[src/hdl/tmr_regs.vh]
// Constants of the 16-bit timer/counter waveform core: register map,
// field positions, mode codes, fixed tops and prescale factors.
// Assumes inclusion by bare name from the design file; definitions only.
`ifndef TMR_REGS_VH
`define TMR_REGS_VH

// ----------------------------------------------------------------------
// Register byte offsets
// ----------------------------------------------------------------------
`define TMR_OFF_CTRL      8'h00
`define TMR_OFF_COUNT     8'h04
`define TMR_OFF_CMPA      8'h08
`define TMR_OFF_CMPB      8'h0c
`define TMR_OFF_CAPT      8'h10
`define TMR_OFF_FLAG      8'h14

// ----------------------------------------------------------------------
// Control register fields
// ----------------------------------------------------------------------
`define TMR_CTRL_MODE     3:0
`define TMR_CTRL_ACTA     5:4
`define TMR_CTRL_ACTB     7:6
`define TMR_CTRL_PRE      10:8
`define TMR_CTRL_DIRA     12
`define TMR_CTRL_DIRB     13
`define TMR_CTRL_PORTA    14
`define TMR_CTRL_PORTB    15
`define TMR_CTRL_W        16
`define TMR_CTRL_RST      16'h0000

// ----------------------------------------------------------------------
// Flag register bits
// ----------------------------------------------------------------------
`define TMR_FLG_OVF       0
`define TMR_FLG_CMPA      1
`define TMR_FLG_CMPB      2
`define TMR_FLG_CAPT      3
`define TMR_FLG_W         4

// ----------------------------------------------------------------------
// Wave mode codes
// ----------------------------------------------------------------------
`define TMR_MODE_NORMAL   4'h0
`define TMR_MODE_CTC_A    4'h4
`define TMR_MODE_FPWM8    4'h5
`define TMR_MODE_FPWM9    4'h6
`define TMR_MODE_FPWM10   4'h7
`define TMR_MODE_CTC_CAP  4'hc
`define TMR_MODE_FPWM_CAP 4'he
`define TMR_MODE_FPWM_A   4'hf

// ----------------------------------------------------------------------
// Output action codes
// ----------------------------------------------------------------------
`define TMR_ACT_NONE      2'h0
`define TMR_ACT_TOGGLE    2'h1
`define TMR_ACT_CLEAR     2'h2
`define TMR_ACT_SET       2'h3

// ----------------------------------------------------------------------
// Count limits
// ----------------------------------------------------------------------
`define TMR_MAX           16'hffff
`define TMR_BOTTOM        16'h0000
`define TMR_TOP8          16'h00ff
`define TMR_TOP9          16'h01ff
`define TMR_TOP10         16'h03ff

// ----------------------------------------------------------------------
// Prescale select codes and factors minus one
// ----------------------------------------------------------------------
`define TMR_PRE_STOP      3'h0
`define TMR_PRE_1         3'h1
`define TMR_PRE_8         3'h2
`define TMR_PRE_64        3'h3
`define TMR_PRE_256       3'h4
`define TMR_PRE_1024      3'h5
`define TMR_DIV_1         10'h000
`define TMR_DIV_8         10'h007
`define TMR_DIV_64        10'h03f
`define TMR_DIV_256       10'h0ff
`define TMR_DIV_1024      10'h3ff

`endif

[src/hdl/tmr_timer16.v]
// 16-bit timer/counter waveform core: Normal, clear-on-match and Fast PWM.
// Assumes an APB master on pclk, and an interrupt controller on the same
// clock that pulses flag_ack for one cycle when it services an interrupt.
//
// Overview of operation
// - Mode selects counting; action selects output behaviour
// - Mode 0 counts up, wraps at 0xFFFF
// - Normal mode sets overflow when count becomes zero
// - Software may write the count any time
// - Clear-on-match top is compare A or capture
// - Clear-on-match top is unbuffered; late top wraps
// - Clear-on-match sets compare A or capture flag
// - Clear-on-match action 1 toggles output A
// - Waveform reaches pin only when direction is output
// - Clear-on-match sets overflow on wrap from max
// - Fast PWM counts single-slope bottom to top
// - Fast PWM top is fixed, capture, or compare A
// - PWM output clears/sets on match, opposite at bottom
// - Fast PWM codes 2 and 3 pick polarity
// - Fast PWM sets overflow at top, plus top flag when top is capture or compare A
// - Fixed top masks compare writes to resolution
// - Fast PWM capture top is unbuffered
// - Fast PWM compare A buffered, loaded at top
// - Compare zero gives spike; compare top constant
// - Fast PWM toggle only on output A in mode 0xF
// - Fast PWM sets compare flag on match
// - Compare flag sets in tick after match
// - Flags clear on service or writing one
// - Waveform registers reset to zero
`timescale 1ns/10ps
`include "tmr_regs.vh"

module tmr_timer16
#(
   parameter FPWM_CODE2_INVERTED = 1
)
(
   pclk,
   presetn,
   psel,
   penable,
   pwrite,
   paddr,
   pwdata,
   prdata,
   pready,
   pslverr,
   flag_ack,
   flags,
   wave_pin_a,
   wave_oe_a,
   wave_pin_b,
   wave_oe_b
);
   input  wire        pclk;
   input  wire        presetn;
   input  wire        psel;
   input  wire        penable;
   input  wire        pwrite;
   input  wire [7:0]  paddr;
   input  wire [31:0] pwdata;
   output reg  [31:0] prdata;
   output reg         pready;
   output reg         pslverr;
   input  wire [3:0]  flag_ack;
   output reg  [3:0]  flags;
   output reg         wave_pin_a;
   output reg         wave_oe_a;
   output reg         wave_pin_b;
   output reg         wave_oe_b;

   // -------------------------------------------------------------------
   // Helpers
   // -------------------------------------------------------------------
   function is_fast;
      input [3:0] m;
      begin
         is_fast = (m == `TMR_MODE_FPWM8) || (m == `TMR_MODE_FPWM9) ||
                   (m == `TMR_MODE_FPWM10) || (m == `TMR_MODE_FPWM_CAP) ||
                   (m == `TMR_MODE_FPWM_A);
      end
   endfunction

   // Mask for compare writes; fixed tops drop the bits above resolution
   function [15:0] cmp_mask;
      input [3:0] m;
      begin
         case (m)
            `TMR_MODE_FPWM8:  cmp_mask = `TMR_TOP8;
            `TMR_MODE_FPWM9:  cmp_mask = `TMR_TOP9;
            `TMR_MODE_FPWM10: cmp_mask = `TMR_TOP10;
            default:          cmp_mask = `TMR_MAX;
         endcase
      end
   endfunction

   // -------------------------------------------------------------------
   // State
   // -------------------------------------------------------------------
   reg [15:0] ctrl_a_reg_r;
   reg [15:0] count_value_r;
   reg [15:0] cmpa_buf_r;
   reg [15:0] compare_a_value_r;
   reg [15:0] compare_b_value_r;
   reg [15:0] capture_value_r;
   reg [3:0]  flag_reg_r;
   reg        wave_out_a_r;
   reg        wave_out_b_r;
   reg [9:0]  pre_cnt_r;

   wire [3:0] wave_mode_sel    = ctrl_a_reg_r[`TMR_CTRL_MODE];
   wire [1:0] out_action_a_sel = ctrl_a_reg_r[`TMR_CTRL_ACTA];
   wire [1:0] out_action_b_sel = ctrl_a_reg_r[`TMR_CTRL_ACTB];
   wire [2:0] pre_sel          = ctrl_a_reg_r[`TMR_CTRL_PRE];

   // -------------------------------------------------------------------
   // APB access
   // -------------------------------------------------------------------
   // Access completes in the first access cycle: pready rises there
   wire acc    = psel & penable & pready;
   wire wr     = acc & pwrite;
   wire mapped = (paddr == `TMR_OFF_CTRL) || (paddr == `TMR_OFF_COUNT) ||
                 (paddr == `TMR_OFF_CMPA) || (paddr == `TMR_OFF_CMPB) ||
                 (paddr == `TMR_OFF_CAPT) || (paddr == `TMR_OFF_FLAG);
   wire wr_ctrl  = wr & (paddr == `TMR_OFF_CTRL);
   wire wr_count = wr & (paddr == `TMR_OFF_COUNT);
   wire wr_cmpa  = wr & (paddr == `TMR_OFF_CMPA);
   wire wr_cmpb  = wr & (paddr == `TMR_OFF_CMPB);
   wire wr_capt  = wr & (paddr == `TMR_OFF_CAPT);
   wire wr_flag  = wr & (paddr == `TMR_OFF_FLAG);

   reg [31:0] rd_mux;
   always @*
   begin
      rd_mux = 32'h00000000;
      case (paddr)
         `TMR_OFF_CTRL:  rd_mux[15:0] = ctrl_a_reg_r;
         `TMR_OFF_COUNT: rd_mux[15:0] = count_value_r;
         `TMR_OFF_CMPA:  rd_mux[15:0] = cmpa_buf_r;
         `TMR_OFF_CMPB:  rd_mux[15:0] = compare_b_value_r;
         `TMR_OFF_CAPT:  rd_mux[15:0] = capture_value_r;
         `TMR_OFF_FLAG:  rd_mux[3:0]  = flag_reg_r;
         default:        rd_mux = 32'h00000000;
      endcase
   end

   always @(posedge pclk or negedge presetn)
   begin
      if (!presetn)
      begin
         pready  <= 1'b0;
         pslverr <= 1'b0;
         prdata  <= 32'h00000000;
      end
      else
      begin
         pready  <= psel & ~penable;
         pslverr <= psel & ~penable & ~mapped;
         if (psel & ~penable & ~pwrite)
            prdata <= rd_mux;
      end
   end

   // -------------------------------------------------------------------
   // Prescaler
   // -------------------------------------------------------------------
   reg [9:0] div_lim;
   always @*
   begin
      case (pre_sel)
         `TMR_PRE_1:    div_lim = `TMR_DIV_1;
         `TMR_PRE_8:    div_lim = `TMR_DIV_8;
         `TMR_PRE_64:   div_lim = `TMR_DIV_64;
         `TMR_PRE_256:  div_lim = `TMR_DIV_256;
         `TMR_PRE_1024: div_lim = `TMR_DIV_1024;
         default:       div_lim = `TMR_DIV_1;
      endcase
   end

   wire run  = (pre_sel != `TMR_PRE_STOP);
   wire tick = run & (pre_cnt_r >= div_lim);

   always @(posedge pclk or negedge presetn)
   begin
      if (!presetn)
         pre_cnt_r <= 10'h000;
      else if (!run || tick)
         pre_cnt_r <= 10'h000;
      else
         pre_cnt_r <= pre_cnt_r + 10'h001;
   end

   // -------------------------------------------------------------------
   // Counting sequence
   // -------------------------------------------------------------------
   wire fast = is_fast(wave_mode_sel);
   wire clear_on_match_mode  = (wave_mode_sel == `TMR_MODE_CTC_A) ||
               (wave_mode_sel == `TMR_MODE_CTC_CAP);

   reg [15:0] top;
   always @*
   begin
      case (wave_mode_sel)
         `TMR_MODE_CTC_A:    top = compare_a_value_r;
         `TMR_MODE_CTC_CAP:  top = capture_value_r;
         `TMR_MODE_FPWM8:    top = `TMR_TOP8;
         `TMR_MODE_FPWM9:    top = `TMR_TOP9;
         `TMR_MODE_FPWM10:   top = `TMR_TOP10;
         `TMR_MODE_FPWM_CAP: top = capture_value_r;
         `TMR_MODE_FPWM_A:   top = compare_a_value_r;
         default:            top = `TMR_MAX;
      endcase
   end

   // Top is compared live, so a top written below the count wraps first
   wire at_top  = (count_value_r == top);
   wire at_max  = (count_value_r == `TMR_MAX);
   wire restart = (clear_on_match_mode | fast) & at_top;
   wire match_a = (count_value_r == compare_a_value_r);
   wire match_b = (count_value_r == compare_b_value_r);
   wire top_cap = (wave_mode_sel == `TMR_MODE_CTC_CAP) ||
                  (wave_mode_sel == `TMR_MODE_FPWM_CAP);

   always @(posedge pclk or negedge presetn)
   begin
      if (!presetn)
         count_value_r <= `TMR_BOTTOM;
      else if (wr_count)
         count_value_r <= pwdata[15:0];
      else if (tick && restart)
         count_value_r <= `TMR_BOTTOM;
      else if (tick)
         count_value_r <= count_value_r + 16'h0001;
   end

   // -------------------------------------------------------------------
   // Compare and capture registers
   // -------------------------------------------------------------------
   always @(posedge pclk or negedge presetn)
   begin
      if (!presetn)
      begin
         ctrl_a_reg_r      <= `TMR_CTRL_RST;
         cmpa_buf_r        <= `TMR_BOTTOM;
         compare_a_value_r <= `TMR_BOTTOM;
         compare_b_value_r <= `TMR_BOTTOM;
         capture_value_r   <= `TMR_BOTTOM;
      end
      else
      begin
         if (wr_ctrl)
            ctrl_a_reg_r <= pwdata[`TMR_CTRL_W-1:0];
         if (wr_cmpa)
            cmpa_buf_r <= pwdata[15:0] & cmp_mask(wave_mode_sel);
         if (wr_cmpa && !fast)
            compare_a_value_r <= pwdata[15:0];
         else if (fast && tick && at_top)
            compare_a_value_r <= cmpa_buf_r;
         if (wr_cmpb)
            compare_b_value_r <= pwdata[15:0] & cmp_mask(wave_mode_sel);
         if (wr_capt)
            capture_value_r <= pwdata[15:0];
      end
   end

   // -------------------------------------------------------------------
   // Flags
   // -------------------------------------------------------------------
   // Overflow: wrap from max outside PWM, reaching top in Fast PWM
   wire set_ovf  = tick & (fast ? at_top : at_max);
   // Compare flags on the tick edge closing the match tick
   wire set_cmpa = tick & match_a;
   wire set_cmpb = tick & match_b;
   wire set_capt = tick & top_cap & at_top;
   wire [3:0] flag_set = {set_capt, set_cmpb, set_cmpa, set_ovf};
   wire [3:0] flag_clr = flag_ack | (wr_flag ? pwdata[3:0] : 4'h0);

   always @(posedge pclk or negedge presetn)
   begin
      if (!presetn)
         flag_reg_r <= 4'h0;
      else
         flag_reg_r <= (flag_reg_r & ~flag_clr) | flag_set;
   end

   // -------------------------------------------------------------------
   // Waveform generation
   // -------------------------------------------------------------------
   // Polarity per Fast PWM code; parameter allows the opposite reading
   wire code2_inv = (FPWM_CODE2_INVERTED != 0);

   function wave_next;
      input       cur;
      input [1:0] act;
      input       match;
      input       fastm;
      input       topm;
      input       tgl_ok;
      input       inv2;
      reg         inv;
      begin
         wave_next = cur;
         inv       = (act == `TMR_ACT_CLEAR) ? inv2 : ~inv2;
         if (!fastm)
         begin
            if (match)
            begin
               case (act)
                  `TMR_ACT_TOGGLE: wave_next = ~cur;
                  `TMR_ACT_CLEAR:  wave_next = 1'b0;
                  `TMR_ACT_SET:    wave_next = 1'b1;
                  default:         wave_next = cur;
               endcase
            end
         end
         else if (act == `TMR_ACT_TOGGLE)
         begin
            if (match && tgl_ok)
               wave_next = ~cur;
         end
         else if (act != `TMR_ACT_NONE)
         begin
            // Bottom action wins so compare equal to top holds a level
            if (topm)
               wave_next = inv ? 1'b0 : 1'b1;
            else if (match)
               wave_next = inv ? 1'b1 : 1'b0;
         end
      end
   endfunction

   wire tgl_a = (wave_mode_sel == `TMR_MODE_FPWM_A);

   always @(posedge pclk or negedge presetn)
   begin
      if (!presetn)
      begin
         wave_out_a_r <= 1'b0;
         wave_out_b_r <= 1'b0;
      end
      else if (tick)
      begin
         wave_out_a_r <= wave_next(wave_out_a_r, out_action_a_sel, match_a,
                                   fast, at_top, tgl_a, code2_inv);
         wave_out_b_r <= wave_next(wave_out_b_r, out_action_b_sel, match_b,
                                   fast, at_top, 1'b0, code2_inv);
      end
   end

   // -------------------------------------------------------------------
   // Pin override and flag outputs
   // -------------------------------------------------------------------
   // Action 0 leaves the pin to its port bit; direction always rules
   always @(posedge pclk or negedge presetn)
   begin
      if (!presetn)
      begin
         wave_pin_a <= 1'b0;
         wave_oe_a  <= 1'b0;
         wave_pin_b <= 1'b0;
         wave_oe_b  <= 1'b0;
         flags      <= 4'h0;
      end
      else
      begin
         wave_pin_a <= (out_action_a_sel != `TMR_ACT_NONE) ? wave_out_a_r
                       : ctrl_a_reg_r[`TMR_CTRL_PORTA];
         wave_oe_a  <= ctrl_a_reg_r[`TMR_CTRL_DIRA];
         wave_pin_b <= (out_action_b_sel != `TMR_ACT_NONE) ? wave_out_b_r
                       : ctrl_a_reg_r[`TMR_CTRL_PORTB];
         wave_oe_b  <= ctrl_a_reg_r[`TMR_CTRL_DIRB];
         flags      <= flag_reg_r;
      end
   end

endmodule

[config.mk]
export PLATFORM = sky130hd
export DESIGN_NAME = tmr_timer16
export DESIGN_NICKNAME = d
export VERILOG_FILES = /design/src/hdl/tmr_timer16.v
export VERILOG_INCLUDE_DIRS = /design/src /design/src/hdl
export SDC_FILE = /design/constraint.sdc
export NUM_CORES = 1
export LEC_CHECK = 0
export BUFFER_PORTS_ARGS = -buffer_cell sky130_fd_sc_hd__buf_4
export CORE_MARGIN = 3
export CORE_UTILIZATION = 55
export CTS_CLUSTER_SIZE = 20
export DETAILED_ROUTE_END_ITERATION = 6
export GPL_TIMING_DRIVEN = 0
export HOLD_SLACK_MARGIN = 0.12
export PLACE_DENSITY = 0.87
export SYNTH_ARGS = -nofsm -noshare
export SYNTH_HDL_FRONTEND = slang
export SYNTH_SLANG_ARGS = --single-unit
[constraint.sdc]
create_clock -name pclk -period 4.3 [get_ports pclk]
set_clock_uncertainty 0.2 [all_clocks]
set_input_delay 0.215 -clock pclk [delete_from_list [all_inputs] [get_ports pclk]]
set_output_delay 0.215 -clock pclk [all_outputs]
set_load 0.02 [all_outputs]
* After elaboration in Yosys (flattened, before gate mapping) *
Index checks and enable logic that the tools add are counted.

storage, ports and cells
  register bits after elaboration = 138
  input port bits = 49
  output and inout port bits = 42

cells by class
  add/sub/neg operators = 2
  $lt $le $gt $ge = 1
  equal/unequal tests = 32
  mux-type cells = 38
  bitwise logic cells = 31
  reduce and logical (&&, ||, !) cells = 33

operators by type and width
  cell                   number
  $mux 16                7
  $pmux 16 s5            1
  $pmux 12 s5            1
  $eq 16x16->1           3
  $pmux 16 s3            1
  $pmux 10 s4            1
  $and 16x16->16         2
  $pmux 4 s6             1
  $mux 1                 22
  $and 1x1->1            19
  $add 16x1->16 const B  1
  $eq 16x16->1 const B   1
  $eq 4x3->1 const B     4
  $eq 8x4->1 const B     2
  $eq 8x5->1 const B     2
  $eq 4x4->1 const B     3
  $logic_or 1x1->1       12
  $reduce_and 6->1       2
  $add 10x1->10 const B  1
  $ge 10x10->1           1
  $mux 10                1
  $reduce_bool 2->1      5
  $eq 2x2->1 const B     4
  $eq 8x3->1 const B     1
  other kinds (21)       39

* Depth between registers and ports, before layout *
  depth after elaboration = 10
  gate-level depth with buffers = 14

* Worst setup path after synthesis *
No wires, ideal clock.

  kind = reg-to-reg
  start point = register ctrl_a_reg_r[9]
  end point = register count_value_r[8]
  setup time = 0.130 ns
  arrival = 2.838 ns
  required time = 3.970 ns
  path slack = 1.132 ns
  stages on the path, launching flop included = 14
  buffers on the path = 2
  clock period less this slack = 3.168 ns
  cells stage by stage = dfrtp_1 > nand2b_1 > o21a_1 > ha_1 > a21o_1 > a21oi_1 > o21ai_0 > a221oi_1 > nor2_1 > or2_2 > clkbuf_1 > clkbuf_1 > a32oi_1 > o21ai_0

on the way
  cells in the longest elaborated chain, start to end = 7

ends and longest elaborated chain
  item                                             RTL line           source
  start: declaration                               tmr_timer16.v:100  reg [15:0] ctrl_a_reg_r;
  start signal: assignment                         tmr_timer16.v:243  ctrl_a_reg_r <= `TMR_CTRL_RST;
  start signal: assignment                         tmr_timer16.v:252  ctrl_a_reg_r <= pwdata[`TMR_CTRL_W-1:0];
  $eq 3x3->1 / $eq 3x2->1 (equally long branches)  tmr_timer16.v:170  case (pre_sel)
  $pmux 10 s4                                      tmr_timer16.v:170
  $ge 10x10->1                                     tmr_timer16.v:181  wire tick = run & (pre_cnt_r >= div_lim);
  $and 1x1->1 *                                    tmr_timer16.v:181
  $logic_and 1x1->1                                tmr_timer16.v:230  else if (tick && restart)
  $mux 16                                          tmr_timer16.v:230
  $mux 16                                          tmr_timer16.v:228  else if (wr_count)
  end signal: assignment                           tmr_timer16.v:227  count_value_r <= `TMR_BOTTOM;
  end signal: assignment                           tmr_timer16.v:229  count_value_r <= pwdata[15:0];
  end signal: assignment                           tmr_timer16.v:231  count_value_r <= `TMR_BOTTOM;
  end: declaration                                 tmr_timer16.v:101  reg [15:0] count_value_r;

Every way passes the cells marked *; elsewhere a longest branch is shown, timed or not.
A chain may end at the register's enable or synchronous reset.

* Worst setup path in the final report *
  start point = register ctrl_a_reg_r[3]
  end point = register compare_a_value_r[7]

on the way
  cells in the longest elaborated chain, start to end = 8

ends and longest elaborated chain
  item                                                 RTL line           source
  branches (longest 8 deep; another with $pmux 16 s5)  --
  end signal: assignment                               tmr_timer16.v:245  compare_a_value_r <= `TMR_BOTTOM;
  end signal: assignment                               tmr_timer16.v:256  compare_a_value_r <= pwdata[15:0];
  end signal: assignment                               tmr_timer16.v:258  compare_a_value_r <= cmpa_buf_r;
  end: declaration                                     tmr_timer16.v:103  reg [15:0] compare_a_value_r;

Parallel ways; which one is timed is not known.

==> metrics.cfg <==
[status]
status=finished, final reports clean

[grt]
grt_max_degree=79
antenna_found_initial=0
grt_pass1_vias=7176
grt-ovfl-total=0
grt_first_pass_wirelength_mm=39.6
grt_use_total_pct=31.4

[synth]
netlist_instances=874
ys.warnings.count=0
synth.largest_area_cell=dfrtp_1
synth_top_area_share_pct=42.4
synth_edf_count=0
synthArstFlopShare_pct=100
ys.flop_type=dfrtp_1
synthesis.area_um2=8150
synth_cell_types=69
ys_seq_area_share_pct=42.4
ys_ff_latch=138
ys_top_cells_by_area=dfrtp_1, mux2_2, nand2_1
avgSynthCellArea_um2=9.33

[timing]
finalCritPeriodShare_pct=94.3
rsz0062_at_grt=no
slew_viol_final=0
period_minus_slack_ps=4050
max_freq_mhz=247
setup_tns_ps=0
setup_viol=0
slew_headroom_pct=20.4
whs_ps=132
hold_viol=0
tightest_slew_ps=1180

[clocking]
cts_sinks=138
cts_buffers=17
cts-root-buf=clkbuf_16
clock_latency_ps=430
cts_max_level=4
path_clk_slew_ps=60
clockBufferDepth=2
cts_tree=yes
cts_resized=0

[floorplanning]
core.rowCount=43
core_area_um2=14200
initial_utilization_pct=57.4
die_area_um2=16300
die_w_um=128
io_pins=91
chipHeight_um=128

[setup_path]
worstPathArrival_ps=4160
slowest_delay_ps=420
crit_chain=buf_2 > buf_2 > clkinv_1 > o21ai_0 > o21ai_0 > a221oi_1 > nand4b_1 > nor3_4 > nand3_1 > clkbuf_1 > nand3_1 > nand3_1
critPathLaunchType=register
cp_max_fo=10
cp_slowest_cell=dfrtp_1
path_common_cell=nand3_1
required_ps=4400
criticalPathCategory=reg -> reg
end_kind=register

[power]
p_leak_nw=4.40
power_density_nw_per_um2=318
p_total_mw=3.10
ir_drop_mv=0.291

[layout]
diodes=0
multi_input_area_um2=4240
fill_cells=1098
register_area_um2=3450
nets=1057
layout-drive-gt1-share_pct=18.6
fin_util_pct=68.8
area_delta_synth_final_pct=19.8

[routing]
dr_total_vias=7610
routed_via_density=6.41
dr.pass1.iters=7
drcViolationCount=0
wl_mm=25.1
drt_iter0_drc=1059
detail_route.wl_per_cell_um=21.1
ant_nets=0

[placed_design]
dp_hpwl_mm=17.8
io_buffers=58
globalplace.congestion=1.02

[worst_hold_path]
hold_path_class=in -> async

[flow_run]
cap_violations=0

[area by class of cell]
type                            instances  area share [%]
Clock inverter                         14            1.51
Clock buffer                           17            4.36
Tap cell                              180            2.31
Buffer                                 78            4.34
Timing Repair Buffer                   88            7.75
Multi-Input combinational cell        648            43.4
Sequential cell                       138            35.4
Inverter                               25           0.961
[cell usage after synthesis (6+ instances only)]
master      n
a21o_1      8
a21oi_1    55
a22oi_1     6
a32oi_1    14
buf_2       9
buf_4      17
buf_6       6
clkbuf_1   41
dfrtp_1   138
ha_1       12
inv_1      24
mux2_2     44
mux2i_1    37
nand2_1    99
nand2b_1   11
nand3_1    34
nor2_1     66
nor3_1     11
nor4_1     13
o21ai_0    45
o21ai_1     9
o22ai_1    12
or3_1      11
or4_1       7
xnor2_1     6
xor2_1     40
[worst paths after layout]
check,from,to,slack [ps],depth (start not counted)
min in group pclk,ctrl_a_reg_r[13]$_DFFE_PN0P_,wave_oe_b$_DFF_PN0_,210,0
hold reg to reg,ctrl_a_reg_r[13]$_DFFE_PN0P_,wave_oe_b$_DFF_PN0_,210,0
hold / removal,presetn,wave_oe_a$_DFF_PN0_,130,2
setup reg to reg,ctrl_a_reg_r[3]$_DFFE_PN0P_,compare_a_value_r[7]$_DFFE_PN0P_,250,12
max in group asynchronous,presetn,compare_b_value_r[5]$_DFFE_PN0P_,2970,3
setup / recovery,ctrl_a_reg_r[3]$_DFFE_PN0P_,compare_a_value_r[7]$_DFFE_PN0P_,250,12
[repair_timing]
item	CTS	global route
endpoints found under the hold margin	241	0
buffers inserted	0	0
hold buffers	29	0
[where the power goes]
| group | switching, mW | total [mW] | internal [mW] |
|---|---|---|---|
| sequential | 0.0237 | 1.36 | 1.33 |
| clock | 0.585 | 1.43 | 0.850 |
| combinational | 0.187 | 0.310 | 0.124 |
[critical path, delay by kind of cell, from the launching register on]
kind	cells	cell delay, ps
flip-flops	1	420
AND/OR/NAND/NOR	5	1250
buffers and inverters	4	1240
AO/OA/AOI/OAI	3	810
[cells by family after synthesis]
family | synth area share (%)
and+or+nand+nor | 17.6
adders and majority gates | 1.84
other | 0.0460
DFF | 42.4
buffers and inverters | 6.36
AOI/OAI and AO/OA | 15.8
xor gates and xnor gates | 4.94
muxes | 11.0
[flip-flops by register name, indices dropped and copies added (netlist names)]
name	count
prdata	16
pre_cnt_r	10
wave_out_a_r	1
pready	1
compare_b_value_r	16
count_value_r	16
wave_out_b_r	1
cmpa_buf_r	16
capture_value_r	16
compare_a_value_r	16
flags	4
ctrl_a_reg_r	16
wave_oe_b	1
pslverr	1
flag_reg_r	4
wave_pin_a	1
wave_pin_b	1
wave_oe_a	1
[layer usage]
metal | up-vias | part of all wire (%) | GRT usage, % | routed length [um]
met5 | - | 0 | 0 | 0
met4 | 0 | 4.9 | 15.1 | 1230
met3 | 107 | 12 | 8.08 | 2950
met2 | 526 | 44 | 47.1 | 11100
met1 | 3644 | 39 | 42.7 | 9810
li1 | 3333 | - | - | -
[per-stage QoR]
| stage | instances | setup WS, ps | cell area (um2) |
|---|---|---|---|
| floorplan | 889 | 1130 | 8210 |
| global placement | 1127 | 478 | 8870 |
| finish | 1188 | 246 | 9770 |
| CTS | 1188 | 351 | 9770 |
| global route | 1188 | 2.57 | 9770 |
| detailed placement | 1128 | 374 | 8900 |
[cells in the final DEF, fill, tap and decap left out, types with 12 or more instances in the layout]
cell	instances
dfrtp_1	138
o21ai_0	45
nor4_1	13
a32oi_1	14
clkbuf_16	17
xor2_1	40
clkbuf_1	41
o22ai_1	12
mux2i_1	37
conb_1	16
buf_4	74
nand3_1	34
dlygate4sd3_1	29
nand2_1	99
inv_1	24
nor2_1	66
mux2_2	44
a21oi_1	55
ha_1	12
Note: power is estimated with default switching activity, not from simulation.
